==> src/hw/sbs_regs.svh <==
// Register offsets, field positions, reset values and sizes of the skip and system execution unit.
// Included by the core and the testbench; holds definitions only.
`ifndef SBS_REGS_SVH
`define SBS_REGS_SVH

// APB byte addresses
`define SBS_ADDR_INSTR 8'h00
`define SBS_ADDR_ACC 8'h04
`define SBS_ADDR_FLAGS 8'h08
`define SBS_ADDR_PC 8'h0c
`define SBS_ADDR_STACK 8'h10
`define SBS_ADDR_STATUS 8'h14
`define SBS_ADDR_MEM_ADDR 8'h18
`define SBS_ADDR_MEM_DATA 8'h1c

// Status register bit positions
`define SBS_STAT_GIE 0
`define SBS_STAT_CLK_STOP 1
`define SBS_STAT_OSC_STOP 2
`define SBS_STAT_DISCARD 3

// Reset values
`define SBS_RST_ACC 8'h00
`define SBS_RST_PC 12'h000
`define SBS_RST_STACK 8'h00
`define SBS_RST_FLAGS 4'h0

// Sizes and the stack pointer step
`define SBS_MEM_DEPTH 64
`define SBS_MEM_AW 6
`define SBS_PC_W 12
`define SBS_STACK_STEP 8'h02

`endif

==> src/hw/sbs_pkg.sv <==
// Types shared by the skip and system execution unit.
// Assumes sbs_regs.svh is on the include path.
package sbs_pkg;

    // Operation codes carried in an instruction word; unused codes act as no-operation
    typedef enum logic [4:0] {
        OP_NOP, OP_CMP_NE_SKIP, OP_TEST_LOW_IO, OP_TEST_HIGH_IO, OP_TEST_LOW_MEM,
        OP_TEST_HIGH_MEM, OP_INC_SKIP_ACC, OP_DEC_SKIP_ACC, OP_INC_SKIP_MEM, OP_DEC_SKIP_MEM,
        OP_CALL, OP_JUMP, OP_RET_VALUE, OP_RET, OP_RET_INT, OP_PC_ADD, OP_INT_ON, OP_INT_OFF,
        OP_STOP_SYS, OP_STOP_EXE, OP_SOFT_RESET, OP_WDT_CLEAR
    } sbs_op_type;

    // Instruction word as written to the instruction register
    typedef struct packed {
        logic [11:0] unused;
        sbs_op_type op;
        logic [2:0] bit_sel;
        logic [11:0] operand;
    } sbs_instr_type;

    // Arithmetic flags, bit 0 upward: zero, carry, auxiliary carry, overflow
    typedef struct packed {
        logic overflow_flag;
        logic auxiliary_carry_flag;
        logic carry;
        logic zero;
    } sbs_flags_type;

    typedef enum logic {ST_IDLE, ST_SECOND} sbs_state_type;

    // Result of an add or subtract with its flags
    typedef struct packed {
        logic [7:0] value;
        sbs_flags_type flags;
    } sbs_alu_type;

endpackage

==> src/hw/sbs_core.sv <==
// Skip, branch and system-control execution unit of an 8-bit core, with an APB register port.
// Assumes one 25 MHz clock, inputs synchronous to it, and an APB master that holds its request.
//
// What this block does
// - Compare-not-equal immediate skips when accumulator differs; flags as a subtraction.
// - Test-low on a port bit skips when the bit is low; flags kept.
// - Test-high on a port bit skips when the bit is high; flags kept.
// - Test-low on a memory bit skips when the bit is zero; flags kept.
// - Test-high on a memory bit skips when the bit is one; flags kept.
// - Increment accumulator, skip when result zero, update all four flags.
// - Decrement accumulator, skip when result zero, update all four flags.
// - Increment memory byte, write back, skip on zero, update all four flags.
// - Decrement memory byte, write back, skip on zero, update all four flags.
// - Call stores next address at stack, jumps, stack pointer plus two, two cycles.
// - Jump loads the target into the program counter in two cycles.
// - Return-with-value loads the accumulator then returns, two cycles.
// - Return lowers stack pointer by two, reloads program counter from stack.
// - Interrupt return resumes the program and sets global interrupt enable.
// - Computed jump adds the accumulator to the program counter in two cycles.
// - Interrupt enable lets pending requests reach the processing unit, one cycle.
// - Interrupt disable blocks all requests from the processing unit, one cycle.
// - Power-down stops system clocks and oscillators in one cycle.
// - Power-save stops system clocks and keeps oscillators running in one cycle.
// - Software reset resets the whole chip as a one-cycle instruction.
// - Watchdog clear restarts the watchdog count without touching flags.
//
// The implementer's own choices: register access over APB and the register offsets.
`timescale 1ns/1ps
`include "sbs_regs.svh"

module sbs_core (
    input wire logic CLK,
    input wire logic SYS_RST,
    input wire logic PSEL,
    input wire logic PENABLE,
    input wire logic PWRITE,
    input wire logic [7:0] PADDR,
    input wire logic [31:0] PWDATA,
    output logic [31:0] PRDATA,
    output logic PREADY,
    output logic PSLVERR,
    input wire logic [7:0] PORT_IN,
    input wire logic INT_REQ,
    output logic INT_TO_CPU,
    input wire logic WAKE,
    output logic CLK_STOP,
    output logic OSC_STOP,
    output logic CHIP_RST,
    output logic WDT_CLR
);

    logic [7:0] mem [0:`SBS_MEM_DEPTH-1];
    logic [7:0] acc;
    sbs_pkg::sbs_flags_type flags;
    logic [`SBS_PC_W-1:0] pc;
    logic [7:0] stack_pointer;
    logic [`SBS_MEM_AW-1:0] mem_addr;
    logic gie;
    logic discard;
    sbs_pkg::sbs_state_type state;
    sbs_pkg::sbs_instr_type instr;
    logic access;
    logic instr_wr;
    logic mapped;
    logic two_cycle;
    logic exec;
    logic skip;
    logic [7:0] mem_byte;
    logic [7:0] next_acc;
    sbs_pkg::sbs_flags_type next_flags;
    logic [`SBS_PC_W-1:0] next_pc;
    logic [7:0] next_stack_pointer;
    logic mem_we;
    logic [`SBS_MEM_AW-1:0] mem_wa;
    logic [7:0] mem_wd;
    logic mem_we_hi;
    logic [7:0] mem_wd_hi;
    sbs_pkg::sbs_alu_type alu;

    // Add b to a, or subtract it; carry means borrow on subtraction
    function automatic sbs_pkg::sbs_alu_type alu_op(input logic [7:0] a, input logic [7:0] b, input logic sub);
        logic [8:0] full;
        logic [4:0] low;
        logic [7:0] bb;
        sbs_pkg::sbs_alu_type r;
        bb = sub ? ~b : b;
        full = {1'b0, a} + {1'b0, bb} + {8'h00, sub};
        low = {1'b0, a[3:0]} + {1'b0, bb[3:0]} + {4'h0, sub};
        r.value = full[7:0];
        r.flags.zero = (full[7:0] == 8'h00);
        r.flags.carry = full[8] ^ sub;
        r.flags.auxiliary_carry_flag = low[4] ^ sub;
        r.flags.overflow_flag = (a[7] == bb[7]) && (full[7] != a[7]);
        return r;
    endfunction

    // Instructions whose second cycle is fixed regardless of data
    function automatic logic fixed_two(input sbs_pkg::sbs_op_type op);
        return op inside {sbs_pkg::OP_CALL, sbs_pkg::OP_JUMP, sbs_pkg::OP_RET_VALUE, sbs_pkg::OP_RET,
                          sbs_pkg::OP_RET_INT, sbs_pkg::OP_PC_ADD};
    endfunction

    assign instr = sbs_pkg::sbs_instr_type'(PWDATA);
    assign access = PSEL && PENABLE;
    assign instr_wr = access && PWRITE && (PADDR == `SBS_ADDR_INSTR);
    assign mem_byte = mem[instr.operand[`SBS_MEM_AW-1:0]];
    assign INT_TO_CPU = INT_REQ && gie;

    // Execute datapath; all values are stable while the access phase waits
    always_comb begin
        next_acc = acc;
        next_flags = flags;
        next_pc = pc + `SBS_PC_W'(1);
        next_stack_pointer = stack_pointer;
        mem_we = 1'b0;
        mem_wa = instr.operand[`SBS_MEM_AW-1:0];
        mem_wd = 8'h00;
        mem_we_hi = 1'b0;
        mem_wd_hi = 8'h00;
        skip = 1'b0;
        alu = alu_op(acc, instr.operand[7:0], 1'b1);
        unique case (instr.op)
            sbs_pkg::OP_CMP_NE_SKIP: begin
                next_flags = alu.flags;
                skip = (acc != instr.operand[7:0]);
            end
            sbs_pkg::OP_TEST_LOW_IO: skip = !PORT_IN[instr.bit_sel];
            sbs_pkg::OP_TEST_HIGH_IO: skip = PORT_IN[instr.bit_sel];
            sbs_pkg::OP_TEST_LOW_MEM: skip = !mem_byte[instr.bit_sel];
            sbs_pkg::OP_TEST_HIGH_MEM: skip = mem_byte[instr.bit_sel];
            sbs_pkg::OP_INC_SKIP_ACC, sbs_pkg::OP_DEC_SKIP_ACC: begin
                alu = alu_op(acc, 8'h01, instr.op == sbs_pkg::OP_DEC_SKIP_ACC);
                next_acc = alu.value;
                next_flags = alu.flags;
                skip = alu.flags.zero;
            end
            sbs_pkg::OP_INC_SKIP_MEM, sbs_pkg::OP_DEC_SKIP_MEM: begin
                alu = alu_op(mem_byte, 8'h01, instr.op == sbs_pkg::OP_DEC_SKIP_MEM);
                mem_we = 1'b1;
                mem_wd = alu.value;
                next_flags = alu.flags;
                skip = alu.flags.zero;
            end
            sbs_pkg::OP_CALL: begin
                // Return address stored low byte first, high nibble in the next byte
                mem_we = 1'b1;
                mem_wa = stack_pointer[`SBS_MEM_AW-1:0];
                mem_wd = next_pc[7:0];
                mem_we_hi = 1'b1;
                mem_wd_hi = {4'h0, next_pc[11:8]};
                next_pc = instr.operand;
                next_stack_pointer = stack_pointer + `SBS_STACK_STEP;
            end
            sbs_pkg::OP_JUMP: next_pc = instr.operand;
            sbs_pkg::OP_RET_VALUE, sbs_pkg::OP_RET, sbs_pkg::OP_RET_INT: begin
                if (instr.op == sbs_pkg::OP_RET_VALUE) begin
                    next_acc = instr.operand[7:0];
                end
                next_stack_pointer = stack_pointer - `SBS_STACK_STEP;
                next_pc = {mem[next_stack_pointer[`SBS_MEM_AW-1:0] + `SBS_MEM_AW'(1)][3:0],
                           mem[next_stack_pointer[`SBS_MEM_AW-1:0]]};
            end
            sbs_pkg::OP_PC_ADD: next_pc = pc + {4'h0, acc};
            default: begin
                // Remaining system operations only touch control state below
            end
        endcase
    end

    // Skip outcome and fixed-cycle instructions hold the access phase for one extra cycle
    assign two_cycle = !discard && (fixed_two(instr.op) || skip);
    assign exec = instr_wr && PREADY;

    // APB answer: one wait state for two-cycle instructions, none otherwise
    always_comb begin
        mapped = PADDR inside {`SBS_ADDR_INSTR, `SBS_ADDR_ACC, `SBS_ADDR_FLAGS, `SBS_ADDR_PC,
                               `SBS_ADDR_STACK, `SBS_ADDR_STATUS, `SBS_ADDR_MEM_ADDR, `SBS_ADDR_MEM_DATA};
        PREADY = !(instr_wr && two_cycle && state == sbs_pkg::ST_IDLE);
        PSLVERR = access && PREADY && !mapped;
    end

    // Wait-state sequencer
    always_ff @(posedge CLK or posedge SYS_RST) begin
        if (SYS_RST) begin
            state <= sbs_pkg::ST_IDLE;
        end else if (access && !PREADY) begin
            state <= sbs_pkg::ST_SECOND;
        end else if (access) begin
            state <= sbs_pkg::ST_IDLE;
        end
    end

    // Skipped instruction is swallowed whole; a skip decision arms the discard
    always_ff @(posedge CLK or posedge SYS_RST) begin
        if (SYS_RST) begin
            discard <= 1'b0;
        end else if (exec && discard) begin
            discard <= 1'b0;
        end else if (exec && instr.op != sbs_pkg::OP_SOFT_RESET) begin
            discard <= skip;
        end
    end

    // Core registers; software writes act only when no instruction executes
    always_ff @(posedge CLK or posedge SYS_RST) begin
        if (SYS_RST) begin
            acc <= `SBS_RST_ACC;
            flags <= `SBS_RST_FLAGS;
            pc <= `SBS_RST_PC;
            stack_pointer <= `SBS_RST_STACK;
            mem_addr <= '0;
        end else if (exec && !discard && instr.op == sbs_pkg::OP_SOFT_RESET) begin
            acc <= `SBS_RST_ACC;
            flags <= `SBS_RST_FLAGS;
            pc <= `SBS_RST_PC;
            stack_pointer <= `SBS_RST_STACK;
            mem_addr <= '0;
        end else if (exec && !discard) begin
            acc <= next_acc;
            flags <= next_flags;
            pc <= skip ? next_pc + `SBS_PC_W'(1) : next_pc;
            stack_pointer <= next_stack_pointer;
        end else if (access && PWRITE) begin
            unique case (PADDR)
                `SBS_ADDR_ACC: acc <= PWDATA[7:0];
                `SBS_ADDR_FLAGS: flags <= PWDATA[3:0];
                `SBS_ADDR_PC: pc <= PWDATA[`SBS_PC_W-1:0];
                `SBS_ADDR_STACK: stack_pointer <= PWDATA[7:0];
                `SBS_ADDR_MEM_ADDR: mem_addr <= PWDATA[`SBS_MEM_AW-1:0];
                default: begin
                end
            endcase
        end
    end

    // Data memory; no reset, contents survive a chip reset like real SRAM
    always_ff @(posedge CLK) begin
        if (exec && !discard && mem_we) begin
            mem[mem_wa] <= mem_wd;
        end else if (access && PWRITE && PADDR == `SBS_ADDR_MEM_DATA) begin
            mem[mem_addr] <= PWDATA[7:0];
        end
        if (exec && !discard && mem_we_hi) begin
            mem[mem_wa + `SBS_MEM_AW'(1)] <= mem_wd_hi;
        end
    end

    // Global interrupt enable and clock-stop levels; wake-up releases the stop
    always_ff @(posedge CLK or posedge SYS_RST) begin
        if (SYS_RST) begin
            gie <= 1'b0;
            CLK_STOP <= 1'b0;
            OSC_STOP <= 1'b0;
        end else if (exec && !discard) begin
            unique case (instr.op)
                sbs_pkg::OP_INT_ON, sbs_pkg::OP_RET_INT: gie <= 1'b1;
                sbs_pkg::OP_INT_OFF, sbs_pkg::OP_SOFT_RESET: gie <= 1'b0;
                sbs_pkg::OP_STOP_SYS: begin
                    CLK_STOP <= 1'b1;
                    OSC_STOP <= 1'b1;
                end
                sbs_pkg::OP_STOP_EXE: CLK_STOP <= 1'b1;
                default: begin
                end
            endcase
        end else if (WAKE) begin
            CLK_STOP <= 1'b0;
            OSC_STOP <= 1'b0;
        end
    end

    // One-cycle pulses to the reset and watchdog logic outside
    always_ff @(posedge CLK or posedge SYS_RST) begin
        if (SYS_RST) begin
            CHIP_RST <= 1'b0;
            WDT_CLR <= 1'b0;
        end else begin
            CHIP_RST <= exec && !discard && instr.op == sbs_pkg::OP_SOFT_RESET;
            WDT_CLR <= exec && !discard && instr.op == sbs_pkg::OP_WDT_CLEAR;
        end
    end

    // Read data is captured in the setup cycle, so reads never wait
    always_ff @(posedge CLK or posedge SYS_RST) begin
        if (SYS_RST) begin
            PRDATA <= 32'h0000_0000;
        end else if (PSEL && !PENABLE && !PWRITE) begin
            unique case (PADDR)
                `SBS_ADDR_ACC: PRDATA <= {24'h000000, acc};
                `SBS_ADDR_FLAGS: PRDATA <= {28'h0000000, flags};
                `SBS_ADDR_PC: PRDATA <= {20'h00000, pc};
                `SBS_ADDR_STACK: PRDATA <= {24'h000000, stack_pointer};
                `SBS_ADDR_STATUS: PRDATA <= {28'h0000000, discard, OSC_STOP, CLK_STOP, gie};
                `SBS_ADDR_MEM_ADDR: PRDATA <= {26'h0, mem_addr};
                `SBS_ADDR_MEM_DATA: PRDATA <= {24'h000000, mem[mem_addr]};
                default: PRDATA <= 32'h0000_0000;
            endcase
        end
    end
endmodule

==> config.mk <==
export PLATFORM = sky130hd
export DESIGN_NAME = sbs_core
export DESIGN_NICKNAME = d
export VERILOG_FILES = /design/src/hw/sbs_pkg.sv /design/src/hw/sbs_core.sv
export VERILOG_INCLUDE_DIRS = /design/src /design/src/hw
export SDC_FILE = /design/constraint.sdc
export NUM_CORES = 2
export LEC_CHECK = 0
export BUFFER_PORTS_ARGS = -buffer_cell sky130_fd_sc_hd__buf_4
export CAP_MARGIN = 10
export CORE_ASPECT_RATIO = 2
export CORE_MARGIN = 4
export CORE_UTILIZATION = 45
export DETAILED_ROUTE_END_ITERATION = 8
export PLACE_DENSITY = 0.64
export SLEW_MARGIN = 20
export SYNTH_ARGS = -nofsm -noshare
export SYNTH_HDL_FRONTEND = slang
export SYNTH_SLANG_ARGS = --single-unit
==> constraint.sdc <==
create_clock -name CLK -period 11.4 [get_ports CLK]
set_input_delay 2.28 -clock CLK [delete_from_list [all_inputs] [get_ports CLK]]
set_output_delay 2.28 -clock CLK [all_outputs]
set_load 0.01 [all_outputs]
# Word level (Yosys, flattened, before mapping)
# Memory sizes are Yosys's and may differ from the RTL's.
# Cells that the tools add are included.
# word_totals
reg_bits	77
n_memories	1
wordCells	213
out_inout_bits	39
mem_bits_rw	512
# classes
n_mux	59
n_lt_le_gt_ge	1
n_bitwise	8
n_addsub	19
eq_ne	43
reduce_logical	66
# memory_table
name	words	width	read_ports	rd_ports_with_merged_regs	write_ports	line_no	source
mem	64	8	4	0	2	sbs_core.sv:52	logic [7:0] mem [0:`SBS_MEM_DEPTH-1];
# op_table
op	n
$mux 8	12
$pmux 12 s7	1
$mux 12	5
$pmux 8 s2	3
$eq 5x4->1 const B	8
$mux 6	6
$pmux 12 s3	1
$eq 8x5->1 const B	4
$logic_not 8->1	4
$eq 5x5->1 const B	6
$add 8x8->9	3
$add 12x1->12 const B	2
$logic_and 1x1->1	24
$mux 1	21
$eq 5x3->1 const B	4
$mux 4	5
$add 9x1->9	2
$eq 8x4->1 const B	2
$add 4x4->5	3
$reduce_bool 3->1	5
$add 12x8->12	1
$add 6x1->6 const B	2
$pmux 4 s3	1
$reduce_bool 2->1	6
35 further kinds	65

# Depth between registers and ports, before layout
# depth
word_depth	18
ltp_mapped	24
ltp_nobuf	19

# Worst setup path before layout
# OpenSTA, ideal clock, no wires.
# synth_path
path_kind	input -> output
start	input PWDATA[0]
end	output PREADY
path_stages	19
t_arrival_ps	6624
path_slack_ps	2496
cell_sequence	buf_4 -> buf_6 -> mux4_2 -> mux4_2 -> o22ai_1 -> nor3_1 -> a31o_1 -> ha_1 -> or2_2 -> fa_1 -> a21o_1 -> a21o_1 -> a21o_1 -> a311oi_1 -> nand4_1 -> nand3_1 -> nor2_1 -> a31o_2 -> or2_2
# synth_via
elab_chain_len	10
elab_cells_between_ends	14
# synth_lines
element	line_no	source
from (decl)	sbs_core.sv:38	input wire logic [31:0] PWDATA,
$mem_v2 64x8	-	
$add 8x8->9 or $bmux 1 s3 (tied branches)	sbs_core.sv:87, sbs_core.sv:129, sbs_core.sv:130	
$add 9x1->9 or $mux 1 (tied branches)	sbs_core.sv:87, sbs_core.sv:129, sbs_core.sv:130	
$logic_not 8->1 or $logic_not 1->1 (tied branches)	sbs_core.sv:90, sbs_core.sv:129	
$pmux 1 s7 (*)	sbs_core.sv:122	unique case (instr.op)
$logic_or 1x1->1 (*)	sbs_core.sv:171	assign two_cycle = !discard && (fixed_two(instr.op) || skip);
$logic_and 1x1->1 (*)	sbs_core.sv:171	
$logic_and 1x1->1 (*) (2 in a row)	sbs_core.sv:178	PREADY = !(instr_wr && two_cycle && state == sbs_pkg::ST_IDLE);
$logic_not 1->1 (*)	sbs_core.sv:178	
to (decl)	sbs_core.sv:40	output logic PREADY,
# Mark *: on every way between the ends. The rest lies on a longest branch, timed or not. The select of a mux whose other input is x is not followed.

# Worst setup path after layout
# layout_path
start	input PWDATA[1]
end	output PREADY
# The elaborated chain is that of the path after synthesis.

==> flow_summary_export.csv <==
group,metric,value,unit
finish,fin_cells,4852,
critical_path,cp.buffers_inverters,3,
clock_network,root_buffer,"clkbuf_16",
routing,totalWireLength,205000,µm
finish,multi_input_area,26600,µm²
logic_synthesis,yosysTopAreaCell,"mux4_2",
routing,wl_met1,58000,µm
placement,post-dp-hpwl,140000,µm
routing,via_per_inst,7.84,
routing,drtIter0Drc,5663,
routing,first_pass_iters,7,
finish,syn2layout_area_growth,8.08,%
clock_network,cts_hold_buf,0,
logic_synthesis,syn_area,42300,µm²
floorplanning,fp.dieW,225,µm
finish,final_util,49.2,%
timing,clock.fmax,96.9,MHz
logic_synthesis,ys_top_cells_by_area,"mux4_2, edfxtp_1, dfxtp_1, mux2i_1, o22ai_1",
logic_synthesis,syn_inst,3720,
routing,wl_met3,23300,µm
placement,place_ws,1.31,ns
global_route,grt_max_degree,89,
clock_network,htree_levels,2,
placement,routabilityCongestion,1.08,
floorplanning,ios,94,
timing,final-setup-viol-count,0,
routing,ant_nets,0,
logic_synthesis,yosysTopAreaCellShare,25.5,%
floorplanning,initial_core_util,45.5,%
logic_synthesis,yosys_warnings,0,
clock_network,cts_buffers,54,
critical_path,crit_path_max_fanout,45,
floorplanning,design.die.area,99200,µm²
clock_network,cts.sinks,569,
pwr,p_switching,1.21,mW
global_route,first_global_vias,36800,
timing,worst_slew_pin_slew,1.24,ns
timing,hold_viol_final,0,
pwr,internal_power,3.28,mW
timing,slew_violations,0,
critical_path,critPathTopFamily,"compound AO/OA/AOI/OAI gates",
global_route,gr-usage-all-layers,40.6,%
pwr,p_sw_share,27.0,%
critical_path,cp-start-kind,"primary input",
floorplanning,design.core.area,92900,µm²
critical_path,crit_path_frequent_cell,"a21o_1",
clock_network,cts_setup_buffers,0,
clock_network,clkLatencyLatePin,0.70,ns
timing,rsz0062_at_grt,"false",
pwr,clockPowerShare,42.7,%
timing,setup_ws,1.08,ns
critical_path,crit_type,"in2out",
floorplanning,die-height,442,µm
finish,nFillCells,8364,
critical_path,end_kind,"primary output",
outcome,status,"completed",
pwr,p_per_area,98.3,nW/µm²
timing,period_minus_slack,10.32,ns
timing,tns,0,ns
floorplanning,floorplan.rows,158,
routing,vias,38100,
finish,ff_latch_area,14300,µm²
logic_synthesis,ys.flop_type,"edfxtp_1",
critical_path,slowest_stage,"mux4_2",
clock_network,cts_tree,"done",
critical_path,cp.arrival,8.04,ns
logic_synthesis,synth_area_per_cell,11.4,µm²
placement,placedCellCount,4740,
routing,drc_errors,0,
clock_network,cts.repair.resized,0,
timing,hold_ws,0.488,ns
routing,highest_layer,"met5",
critical_path,worstPathCellList,"buf_6 > inv_2 > mux4_2 > o22ai_1 > nor3_1 > a31o_1 > ha_1 > or2_2 > fa_1 > a21o_1 > a21o_1 > a21o_1 > a311oi_1 > nand4_1 > nand3_1 > nor2_1 > a31o_2 > or2_2 > buf_4",
placement,port_buffers,61,
clock_network,clk_pin_slew,0.06,ns
clock_network,clockBufferDepth,3,
global_route,grt_overflow,0,
logic_synthesis,synth-seq-cells,569,
critical_path,required,9.12,ns
timing,max-slew-margin-rel,16.5,%
timing,skew,0.0523,ns
pwr,combPwrFrac,9.9,%
pwr,power_leakage,14.8,nW
finish,final_layout_size_suffix_gt1_share,25.9,%
min_path,hold_class,"reg2reg",
pwr,pwr-share-seq,47.4,%
logic_synthesis,ys_seq_area_share,33.7,%
routing,met2_length,94700,µm
critical_path,slowest_delay,0.69,ns
pwr,peakVddDrop,0.000168,V
finish,fin_nets,3697,
routing,wire_per_inst,42.2,µm
global_route,grt_pass1_wl,284000,µm
flow_run,timing.max_cap.violations,0,
logic_synthesis,synth_edf_count,256,
timing,period_share,90.5,%
logic_synthesis,synth-async-reset-ratio,10.0,%
global_route,antenna_found_initial,19,
logic_synthesis,synth_cell_type_count,88,
[cell usage in the layout, fill, tap and decap left out, drive strengths merged, types with 28 or more instances in the layout]
cell type	netlist	layout
xnor2	36	36
nand4	28	28
edfxtp	256	256
o21ai	159	159
mux4	478	478
ha	41	41
a31oi	34	34
inv	43	46
nor3	102	102
nand3	127	127
dfrtp	57	57
a21oi	309	309
nand2	256	256
o22ai	276	276
nor2	124	124
dfxtp	256	256
mux2i	384	384
clkbuf	179	71
buf	196	177
a22oi	29	29
[cell type report]
class,count,share of cell area (%)
well taps,1200,3.29
multi-input cells,2751,58.1
inverters,44,0.361
repair buffers,177,3.08
flip-flops and latches,569,31.2
diodes,14,0.0767
clock buffers,71,3.16
clock inverters,26,0.712
[power by group through the flow]
stage               logic [mW]  clock network [mW]  registers, mW
floorplan                0.259                   0           2.17
global placement         0.414                   0           2.18
detailed placement       0.416                   0           2.18
CTS                      0.417                1.90           2.13
global route             0.450                1.98           2.13
finish                   0.444                1.92           2.13
[worst min-delay path, delay by kind of cell, from the launching register on]
family / cells / cell delay [ns]
DFF: 1 / 0.35
and+or+nand+nor: 1 / 0.05
AOI/OAI and AO/OA: 1 / 0.06
[logic make-up after synthesis]
group                      Yosys count  synth area share, %
buffers and inverters              419                 4.47
AOI/OAI and AO/OA                  965                 13.9
DFF                                569                 33.7
muxes                              886                 35.2
xor gates and xnor gates            60                 1.24
other                                1              0.00887
adders and majority gates           45                 1.40
and+or+nand+nor                    775                 10.2
[sequential cells by signal, summed over array words and instances, names as in the netlist, 4 cells and up]
register       flops
acc                8
mem              512
PRDATA            12
flags              4
mem_addr           6
stack_pointer      8
pc                12
[final timing paths]
check / from / endpoint / slack [ns] / depth (start not counted)
max in group asynchronous: SYS_RST / mem_addr[0] / 8.93 / 3
max reg2reg: mem[1][0] / mem[16][0] / 3.93 / 21
max: PWDATA[1] / PREADY / 1.08 / 19
min: PRDATA[9] / PRDATA[9] / 0.49 / 2
min in group asynchronous: SYS_RST / pc[10] / 1.81 / 3
min reg2reg: PRDATA[9] / PRDATA[9] / 0.49 / 2
[synthesized netlist by cell type (all sizes together), types with 13 or more instances]
cell type  instances
a21oi            309
nor3             102
o22ai            276
inv               43
nor2             124
buf              196
nand3            127
edfxtp           256
a21o              20
a221oi            21
a31oi             34
nand4             28
nand2b            23
dfrtp             57
o21ai            159
mux2              24
nand2            256
ha                41
a32oi             13
or2               13
a211oi            16
mux4             478
dfxtp            256
clkbuf           179
xnor2             36
and2              15
a22oi             29
and3              16
nor2b             24
mux2i            384
xor2              24
[stage by stage]
stage	power (mW)	cell area, µm²
CTS	4.45	45600
global placement	2.59	43800
global route	4.56	45700
finish	4.49	45700
floorplan	2.43	42400
detailed placement	2.59	43800
[layer usage]
layer  global-route usage (%)  vias up
li1                         -    14700
met1                     40.7    18800
met2                     65.8     3351
met3                     12.5     1156
met4                     39.4       16
met5                        0        -
Note: power is estimated with default switching activity, not from simulation.
